==> src/rtl/tcp_defs.svh <==
// Constants for one 16-bit timer half: register offsets, field positions, reset values and codes.
// Assumes inclusion by its bare name from the package and the timer module.
`ifndef TCP_DEFS_SVH
`define TCP_DEFS_SVH

// ==========================================
// Register byte offsets
`define TCP_OFS_CFG 12'h000
`define TCP_OFS_MODE 12'h004
`define TCP_OFS_CTL 12'h00C
`define TCP_OFS_IMR 12'h018
`define TCP_OFS_RIS 12'h01C
`define TCP_OFS_MIS 12'h020
`define TCP_OFS_ICR 12'h024
`define TCP_OFS_ILR 12'h028
`define TCP_OFS_MATCH 12'h030
`define TCP_OFS_PR 12'h038
`define TCP_OFS_TV 12'h048

// ==========================================
// Field widths, flag positions and codes
`define TCP_CFG_W 3
`define TCP_MODE_W 4
`define TCP_CTL_W 6
`define TCP_FLG_W 3
`define TCP_FLG_TO 0
`define TCP_FLG_MATCH 1
`define TCP_FLG_CAP 2
`define TCP_CFG_16BIT 3'h4
`define TCP_TMR_ONESHOT 2'h1
`define TCP_TMR_PERIODIC 2'h2
`define TCP_TMR_CAPTURE 2'h3
`define TCP_EDGE_RISE 2'h0
`define TCP_EDGE_FALL 2'h1
`define TCP_EDGE_BOTH 2'h3

// ==========================================
// Reset values
`define TCP_CNT_RST 16'hFFFF
`define TCP_ILR_RST 16'hFFFF
`define TCP_PRE_RST 8'h00

`endif

==> src/rtl/tcp_pkg.sv <==
// Types shared by the timer half: mode and control layouts and the decoded operating mode.
// Assumes tcp_defs.svh is on the include path.
`default_nettype none
`include "tcp_defs.svh"

package tcp_pkg;
    // ==========================================
    // Register layouts
    typedef struct packed {
        logic alt_mode;
        logic capture_kind_bit;
        logic [1:0] timer_mode_field;
    } tcp_mode_s;

    typedef struct packed {
        logic pwm_invert_bit;
        logic output_trigger_enable;
        logic [1:0] edge_type_select;
        logic count_freeze_enable;
        logic timer_enable_bit;
    } tcp_ctl_s;

    // ==========================================
    // Decoded operating mode
    typedef enum logic [2:0] {
        TCP_IDLE,
        TCP_ONESHOT,
        TCP_PERIODIC,
        TCP_ECOUNT,
        TCP_ETIME,
        TCP_PWM
    } tcp_op_e;
endpackage

`default_nettype wire

==> src/rtl/tcp_timer16.sv <==
// One 16-bit timer half: one-shot, periodic, edge count, edge time and PWM, behind an APB slave.
// Assumes an APB master on pclk; the capture pin may be asynchronous to pclk.
//
// Contract
// - Reaching zero in one-shot or periodic sets timeout raw flag until cleared.
// - Unmasked timeout raw flag also shows masked and drives the interrupt line.
// - Timeout trigger pulse leaves only while output trigger enable is set.
// - Writing interval load reloads the counter on the next clock.
// - Freeze bit holds the counter until it is cleared.
// - Prescale p makes each decrement take p+1 clocks.
// - Edge count, edge time and PWM modes bypass the prescaler.
// - Capture kind zero counts rising, falling or both edges down.
// - Each event decrements; reaching match sets match raw flag, and masked flag if unmasked.
// - After match, reload, clear enable, ignore events until re-enabled.
// - Capture kind one runs free from interval load, single edge type.
// - Selected edge copies count to timer value and sets capture flags.
// - Edge time counter keeps running and reloads from interval at zero.
// - Captured count stays until the next selected edge overwrites it.
// - PWM only with alternate mode one, capture kind zero, mode two.
// - PWM counts down, reloads after zero, raises no flags.
// - PWM goes active at interval load value, inactive at match value.
// - Invert bit drives the inverse PWM waveform on the pin.
// - Zero reloads interval and prescale; one-shot clears enable, periodic continues.
// - The half runs only when global configuration selects 16-bit mode.
// - Mode field one is one-shot, two is periodic.
// - Mode field three selects capture, kind bit picks count or time.
//
// The implementer's own choices: register access over APB and the address map.
`default_nettype none
`include "tcp_defs.svh"

module tcp_timer16 (
    input wire logic pclk,
    input wire logic presetn,
    input wire logic psel,
    input wire logic penable,
    input wire logic pwrite,
    input wire logic [11:0] paddr,
    input wire logic [31:0] pwdata,
    output logic [31:0] prdata,
    output logic pready,
    output logic pslverr,
    output logic irq,
    output logic timeout_trigger,
    input wire logic capture_compare_pin_in,
    output logic capture_compare_pin_out,
    output logic capture_compare_pin_oe_n
);
    import tcp_pkg::*;

    // ==========================================
    // Registers
    logic [`TCP_CFG_W-1:0] cfg_r;
    tcp_mode_s mode_r;
    tcp_ctl_s ctl_r;
    logic [`TCP_FLG_W-1:0] imr_r, ris_r;
    logic [15:0] ilr_r, match_r, cnt_r, cap_r;
    logic [7:0] pr_r, pre_cnt_r;
    logic pwm_r, pin_s1_r, pin_s2_r, pin_s3_r;
    logic [31:0] prdata_r;
    logic pready_r, pslverr_r, irq_r, trig_r, pin_out_r, pin_oe_n_r;

    // Next values
    logic [15:0] cnt_nxt, cap_nxt;
    logic [7:0] pre_nxt;
    logic pwm_nxt, hw_en_clr;
    logic [`TCP_FLG_W-1:0] set_vec, ris_nxt;

    // ==========================================
    // APB decode
    wire setup_w = psel & ~penable;
    wire wr_w = psel & penable & pready_r & pwrite;
    wire hit_cfg = paddr == `TCP_OFS_CFG;
    wire hit_mode = paddr == `TCP_OFS_MODE;
    wire hit_ctl = paddr == `TCP_OFS_CTL;
    wire hit_imr = paddr == `TCP_OFS_IMR;
    wire hit_ris = paddr == `TCP_OFS_RIS;
    wire hit_mis = paddr == `TCP_OFS_MIS;
    wire hit_icr = paddr == `TCP_OFS_ICR;
    wire hit_ilr = paddr == `TCP_OFS_ILR;
    wire hit_match = paddr == `TCP_OFS_MATCH;
    wire hit_pr = paddr == `TCP_OFS_PR;
    wire hit_tv = paddr == `TCP_OFS_TV;
    wire hit_any = hit_cfg | hit_mode | hit_ctl | hit_imr | hit_ris | hit_mis | hit_icr | hit_ilr
                   | hit_match | hit_pr | hit_tv;
    wire ilr_wr = wr_w & hit_ilr;
    wire [`TCP_FLG_W-1:0] clr_vec = (wr_w & hit_icr) ? pwdata[`TCP_FLG_W-1:0] : '0;
    wire [`TCP_FLG_W-1:0] mis_w = ris_r & imr_r;

    // ==========================================
    // Mode decode
    // gate on 16-bit configuration
    wire active16 = cfg_r == `TCP_CFG_16BIT;
    wire is_cap = ~mode_r.alt_mode & (mode_r.timer_mode_field == `TCP_TMR_CAPTURE);
    wire is_pwm = mode_r.alt_mode & ~mode_r.capture_kind_bit & (mode_r.timer_mode_field == `TCP_TMR_PERIODIC);
    wire is_os = ~mode_r.alt_mode & (mode_r.timer_mode_field == `TCP_TMR_ONESHOT);
    wire is_per = ~mode_r.alt_mode & (mode_r.timer_mode_field == `TCP_TMR_PERIODIC);
    // capture kind picks count or time
    tcp_op_e mode_w;
    assign mode_w = !active16 ? TCP_IDLE :
                    is_pwm ? TCP_PWM :
                    (is_cap & mode_r.capture_kind_bit) ? TCP_ETIME :
                    is_cap ? TCP_ECOUNT :
                    is_os ? TCP_ONESHOT :
                    is_per ? TCP_PERIODIC : TCP_IDLE;
    wire run_w = ctl_r.timer_enable_bit & ~ctl_r.count_freeze_enable;

    // ==========================================
    // Pin edge detection on the synchronised level
    wire rise_w = pin_s2_r & ~pin_s3_r;
    wire fall_w = ~pin_s2_r & pin_s3_r;
    wire [1:0] esel = ctl_r.edge_type_select;
    wire ev_count = ((esel == `TCP_EDGE_RISE) & rise_w) | ((esel == `TCP_EDGE_FALL) & fall_w)
                    | ((esel == `TCP_EDGE_BOTH) & (rise_w | fall_w));
    // edge time takes one edge type only
    wire ev_time = (esel == `TCP_EDGE_FALL) ? fall_w : rise_w;
    wire [15:0] cnt_dec = cnt_r - 16'h0001;
    wire cnt_zero = cnt_r == 16'h0000;

    // ==========================================
    // Counter, prescaler, capture and PWM next state
    always_comb
    begin
        cnt_nxt = cnt_r;
        pre_nxt = pre_cnt_r;
        cap_nxt = cap_r;
        pwm_nxt = pwm_r;
        hw_en_clr = 1'b0;
        set_vec = '0;
        // new interval load taken at once
        if (ilr_wr) cnt_nxt = pwdata[15:0];
        else if (run_w)
        begin
            case (mode_w)
                TCP_ONESHOT, TCP_PERIODIC:
                begin
                    if (pre_cnt_r != 8'h00) pre_nxt = pre_cnt_r - 8'h01;
                    else
                    begin
                        pre_nxt = pr_r;
                        if (cnt_zero)
                        begin
                            cnt_nxt = ilr_r;
                            set_vec[`TCP_FLG_TO] = 1'b1;
                            hw_en_clr = mode_w == TCP_ONESHOT;
                        end
                        else cnt_nxt = cnt_dec;
                    end
                end
                TCP_ECOUNT:
                begin
                    // one step per event, no prescaler
                    if (ev_count)
                    begin
                        if (cnt_dec == match_r)
                        begin
                            cnt_nxt = ilr_r;
                            set_vec[`TCP_FLG_MATCH] = 1'b1;
                            hw_en_clr = 1'b1;
                        end
                        else cnt_nxt = cnt_dec;
                    end
                end
                TCP_ETIME:
                begin
                    cnt_nxt = cnt_zero ? ilr_r : cnt_dec;
                    if (ev_time)
                    begin
                        cap_nxt = cnt_r;
                        set_vec[`TCP_FLG_CAP] = 1'b1;
                    end
                end
                TCP_PWM:
                begin
                    cnt_nxt = cnt_zero ? ilr_r : cnt_dec;
                    // set at load, clear at match
                    if (cnt_r == ilr_r) pwm_nxt = 1'b1;
                    else if (cnt_r == match_r) pwm_nxt = 1'b0;
                end
                default: cnt_nxt = cnt_r;
            endcase
        end
    end

    // flag held until cleared, set wins
    // clear only where a one is written
    assign ris_nxt = (ris_r & ~clr_vec) | set_vec;

    // ==========================================
    // Pin synchroniser
    // two flops before any edge logic
    always_ff @(posedge pclk or negedge presetn)
    begin
        if (!presetn) {pin_s3_r, pin_s2_r, pin_s1_r} <= 3'h0;
        else {pin_s3_r, pin_s2_r, pin_s1_r} <= {pin_s2_r, pin_s1_r, capture_compare_pin_in};
    end

    // Software registers
    always_ff @(posedge pclk or negedge presetn)
    begin
        if (!presetn)
        begin
            cfg_r <= '0;
            mode_r <= '0;
            ctl_r <= '0;
            imr_r <= '0;
            ilr_r <= `TCP_ILR_RST;
            match_r <= '0;
            pr_r <= `TCP_PRE_RST;
        end
        else
        begin
            if (wr_w & hit_cfg) cfg_r <= pwdata[`TCP_CFG_W-1:0];
            if (wr_w & hit_mode) mode_r <= tcp_mode_s'(pwdata[`TCP_MODE_W-1:0]);
            if (wr_w & hit_imr) imr_r <= pwdata[`TCP_FLG_W-1:0];
            if (ilr_wr) ilr_r <= pwdata[15:0];
            if (wr_w & hit_match) match_r <= pwdata[15:0];
            if (wr_w & hit_pr) pr_r <= pwdata[7:0];
            // Software write wins over the hardware enable clear
            if (wr_w & hit_ctl) ctl_r <= tcp_ctl_s'(pwdata[`TCP_CTL_W-1:0]);
            else if (hw_en_clr) ctl_r.timer_enable_bit <= 1'b0;
        end
    end

    // Counting state and flags
    always_ff @(posedge pclk or negedge presetn)
    begin
        if (!presetn)
        begin
            cnt_r <= `TCP_CNT_RST;
            pre_cnt_r <= `TCP_PRE_RST;
            cap_r <= '0;
            pwm_r <= 1'b0;
            ris_r <= '0;
        end
        else
        begin
            cnt_r <= cnt_nxt;
            pre_cnt_r <= pre_nxt;
            cap_r <= cap_nxt;
            pwm_r <= pwm_nxt;
            ris_r <= ris_nxt;
        end
    end

    // ==========================================
    // Outputs, all from flops
    always_ff @(posedge pclk or negedge presetn)
    begin
        if (!presetn)
        begin
            irq_r <= 1'b0;
            trig_r <= 1'b0;
            pin_out_r <= 1'b0;
            pin_oe_n_r <= 1'b1;
        end
        else
        begin
            irq_r <= |(ris_nxt & imr_r);
            trig_r <= set_vec[`TCP_FLG_TO] & ctl_r.output_trigger_enable;
            pin_out_r <= pwm_r ^ ctl_r.pwm_invert_bit;
            pin_oe_n_r <= mode_w != TCP_PWM;
        end
    end

    // Read data selection, zero for unmapped offsets
    wire [31:0] rd_mux = hit_cfg ? {29'h0, cfg_r} :
                         hit_mode ? {28'h0, mode_r} :
                         hit_ctl ? {26'h0, ctl_r} :
                         hit_imr ? {29'h0, imr_r} :
                         hit_ris ? {29'h0, ris_r} :
                         hit_mis ? {29'h0, mis_w} :
                         hit_ilr ? {16'h0, ilr_r} :
                         hit_match ? {16'h0, match_r} :
                         hit_pr ? {24'h0, pr_r} :
                         hit_tv ? {16'h0, (mode_w == TCP_ETIME) ? cap_r : cnt_r} : 32'h0;

    // APB answer: data latched in setup, ready in the first access cycle
    always_ff @(posedge pclk or negedge presetn)
    begin
        if (!presetn)
        begin
            prdata_r <= '0;
            pready_r <= 1'b0;
            pslverr_r <= 1'b0;
        end
        else
        begin
            pready_r <= setup_w;
            pslverr_r <= setup_w & ~hit_any;
            if (setup_w) prdata_r <= rd_mux;
        end
    end

    assign prdata = prdata_r;
    assign pready = pready_r;
    assign pslverr = pslverr_r;
    assign irq = irq_r;
    assign timeout_trigger = trig_r;
    assign capture_compare_pin_out = pin_out_r;
    assign capture_compare_pin_oe_n = pin_oe_n_r;
endmodule

`default_nettype wire

==> config.mk <==
export PLATFORM = sky130hd
export DESIGN_NAME = tcp_timer16
export DESIGN_NICKNAME = d
export VERILOG_FILES = /design/src/rtl/tcp_pkg.sv /design/src/rtl/tcp_timer16.sv
export VERILOG_INCLUDE_DIRS = /design/src /design/src/rtl
export SDC_FILE = /design/constraint.sdc
export NUM_CORES = 1
export LEC_CHECK = 0
export BUFFER_PORTS_ARGS = -buffer_cell sky130_fd_sc_hd__clkbuf_2
export CAP_MARGIN = 25
export CORE_UTILIZATION = 50
export DETAILED_ROUTE_END_ITERATION = 8
export GPL_TIMING_DRIVEN = 0
export PLACE_DENSITY = 0.69
export SYNTH_ARGS = -nofsm -noshare
export SYNTH_HDL_FRONTEND = slang
export SYNTH_SLANG_ARGS = --single-unit
==> constraint.sdc <==
create_clock -name pclk -period 5.55 [get_ports pclk]
set_input_delay 0.8325 -clock pclk [delete_from_list [all_inputs] [get_ports pclk]]
set_output_delay 0.8325 -clock pclk [all_outputs]
set_load 0.01 [all_outputs]
==> summary.txt <==
Floorplanning
  – Core Region: 14590 um^2
  – Num rows: 44
  – Initial core utilization: roughly half
  – DIE WIDTH: 124.3 um
  – Total Die Area: between 15000 and 20000 um^2
  – Io pins: roughly 90
  – DIE HEIGHT: approximately 120 um

Timing
  – Hold slack: ~0.34 ns
  – Final setup fails: 0
  – Final min period: between 4 and 5 ns
  – Slew margin rel.: ~28%
  – Setup TNS: 0 ns
  – Tightest Pin Transition: around 1.1 ns
  – RSZ-0062 raised after global routing: no
  – Max frequency: 0.2413 GHz
  – Slew Limit Fails: 0
  – Worst Skew: between 0.006 and 0.007 ns
  – Crit path setup slack, layout: around 1.4 ns
  – Period utilisation layout: between 70% and 80%
  – Fin. Hold Viols: 0

Worst setup path
  – CP Data Arrival Time: 4.49 ns
  – Worst Reg2Reg Path Length in Cells: 12
  – CP Launch Type: flip-flop
  – Endpoint type of the worst setup path: flip-flop
  – Worst setup path class: reg2reg
  – Critical path required time: about 6 ns
  – Critical path fanouts, max: 10

Global route
  – Initial antenna violation count: 0
  – Grt total ovfl: 0
  – Global Route Usage Sum: a little under a third
  – Vias in the first global route: between 6000 and 7000
  – Global-route wire length before repair: 37230 um
  – Largest net degree at the start of global routing: 76

Final layout
  – Filler cells: between 1000 and 1500
  – NumNets Final: approximately 920
  – Reg area: about 3200 um^2
  – Non-Filler Instances: 1059
  – Final core utilization: roughly three fifths
  – Layout cell share with drive strength beyond 1: between 20% and 30%
  – Multi-input gate area: about 4000 um^2
  – Antenna Diode Count: 0
  – Layout area overhead: 16.33%

Clock tree
  – Post-CTS setup repair buffer count: 0
  – Clk_lat worst skew: 0.43 ns
  – Post-CTS Hold Buffers: 0
  – CTS Sinks: around 130
  – CTS root buf: clkbuf_16
  – Reg clk slew, reported paths: roughly 0.06 ns
  – H-tree levels: 4
  – Max clock buf depth: 2
  – Post_cts resized: 0
  – Num CTS Buffers: 17
  – CTS tree: built

Synth
  – Avg Synthesized Cell Area: between 9 and 10 um^2
  – EDFF count, synth: 0
  – Yosys Warn Count: 0
  – Mapped Cells: ~770
  – Main synth FF type: dfrtp_1
  – #FFs+latches synth: 125
  – Synth cell types: 69
  – Fraction of registers with async set/reset: between 90% and 100%
  – Sequential element share of the synthesized area: 42.37%
  – Post-Syn Area: ~7500 um^2

Drt
  – Wirelength per Cell: between 20 and 25 um
  – Post-route DRC: 0
  – ANT nets after route: 0
  – DR pass1 iterations: 5
  – Via/cell ratio: 6.260
  – Vias: 6629
  – DRT Wirelength: approximately 24000 um
  – Starting DRT DRC Count: 634

Power
  – Psw: about 530 uW
  – Combinational power share: between 4 and 5%
  – PD cells: 253.4 nW/um^2
  – Clock network power share: ~54%
  – Int Power: about 1.7 mW
  – Seq pwr share: between 40% and 50%
  – Switch share: a little under a quarter
  – Leakage: between 3 and 4 nW
  – Peak VDD IR: roughly 220 uV

Placed design
  – Pre-CTS setup slack: 1.381 ns
  – Dpl cells: ~1000
  – HPWL Detailed: around 17000 um
  – IO Port Bufs: 52
  – RePlAce Congestion: 0.9830

Worst hold path
  – HP Class: in2async

Run status
  – Status: complete, no violations

Run
  – MaxCap Viol Count: 0
-- final timing paths --
path / startpoint / endpoint / slack [ns]
min reg2reg: pin_s1_r / pin_s2_r / 0.36
max reg2reg: cnt_r[0] / cnt_r[11] / 1.41
max: cnt_r[0] / cnt_r[11] / 1.41
min: presetn / ris_r[0] / 0.34
min in group pclk: pin_s1_r / pin_s2_r / 0.36
max in group asynchronous: presetn / cnt_r[9] / 4.45
-- placed cells by master (no fill, tap or decap), types with 15 or more instances in the layout --
cell | Yosys | routed
clkbuf_16 | 0 | 17
buf_4 | 17 | 19
nand2_1 | 80 | 80
clkbuf_1 | 38 | 38
inv_1 | 15 | 15
clkbuf_2 | 0 | 51
nand3_1 | 31 | 31
nor3_1 | 18 | 18
xnor2_1 | 15 | 15
o21ai_0 | 35 | 35
conb_1 | 1 | 16
dfstp_2 | 33 | 33
nor2_1 | 38 | 38
a21oi_1 | 34 | 34
xor2_1 | 40 | 40
nand4_1 | 17 | 17
mux2_2 | 71 | 71
dfrtp_1 | 92 | 92
-- area by class of cell --
class / instances / area share, %
inverter: 15 / 0.6471
buffer: 68 / 3.969
timing repair buffer: 56 / 3.638
clock inverter: 14 / 2.056
multi-input combinational: 579 / 45.57
clock buffer: 18 / 5.047
sequential: 125 / 36.43
tap: 184 / 2.646
-- routing by layer --
| layer | up-vias | part of all wire [%] | track usage [%] |
|---|---|---|---|
| met3 | 45 | 8.2 | 6.443 |
| met2 | 321 | 44 | 45.56 |
| met5 | - | 0 | 0 |
| met4 | 0 | 2.7 | 11.62 |
| met1 | 3293 | 45 | 46.01 |
| li1 | 2970 | - | - |
-- power by group through the flow --
| stage | combinational, mW | sequential, mW | clock (mW) |
|---|---|---|---|
| floorplan | 0.0369 | 0.940 | 0 |
| global placement | 0.0881 | 0.938 | 0 |
| detailed placement | 0.0935 | 0.939 | 0 |
| CTS | 0.0937 | 0.923 | 1.20 |
| global route | 0.103 | 0.923 | 1.23 |
| finish | 0.0933 | 0.923 | 1.19 |
-- state kept, by name, summed over array words and instances (netlist names), 2 cells and up --
register and flops:
ctl_r 4, pre_cnt_r 8, ris_r 3, mode_r 4, cap_r 16, ilr_r 16
prdata 16, esel 2, cnt_r 16, pr_r 8, cfg_r 3, match_r 16
imr_r 3
-- through the flow --
stage | area [um^2] | power [mW]
2_1_floorplan | 7536 | 0.9771
3_3_place_gp | 8026 | 1.026
3_5_place_dp | 8083 | 1.032
4_1_cts | 8701 | 2.212
5_1_grt | 8701 | 2.261
6_report | 8701 | 2.205
-- synth_stat cells (6+ instances only) --
cell      number  area share, %
a211oi_1       6           0.60
a21o_1        11            1.1
a21oi_1       34            2.3
a221oi_1       9            1.1
a22o_1         9            1.1
a22oi_1        8           0.80
a31oi_1        6           0.50
buf_1          7           0.35
buf_4         17            1.7
clkbuf_1      38            1.9
dfrtp_1       92             31
dfstp_2       33             12
inv_1         15           0.75
mux2_2        71             11
mux2i_1        6           0.80
nand2_1       80            4.0
nand2b_1      10           0.84
nand3_1       31            2.1
nand4_1       17            1.4
nor2_1        38            1.9
nor3_1        18            1.2
nor4_1        12            1.0
o211ai_1      10            1.0
o21ai_0       35            2.3
or3_1          9           0.75
xnor2_1       15            1.8
xor2_1        40            4.7
-- cells by family after synthesis --
group / share of synthesized area, %
flip-flops: 42.37
AO/OA/AOI/OAI: 15.26
buffers and inverters: 5.370
XOR/XNOR: 6.440
multiplexers: 11.49
adder cells (fa/ha/maj): 0.8364
other: 0.05014
AND/OR/NAND/NOR: 18.18
-- critical path: stages (launching register included) --
cell	delay, ns
dfstp_2	0.39
buf_1	0.24
inv_1	0.15
ha_1	0.33
nor3b_2	0.73
nand4_1	0.41
xnor2_1	0.22
a211o_1	0.26
or4_1	0.51
buf_2	0.19
clkbuf_1	0.29
a21oi_1	0.22
o21ai_0	0.11
(Power assumes the default switching activity.)
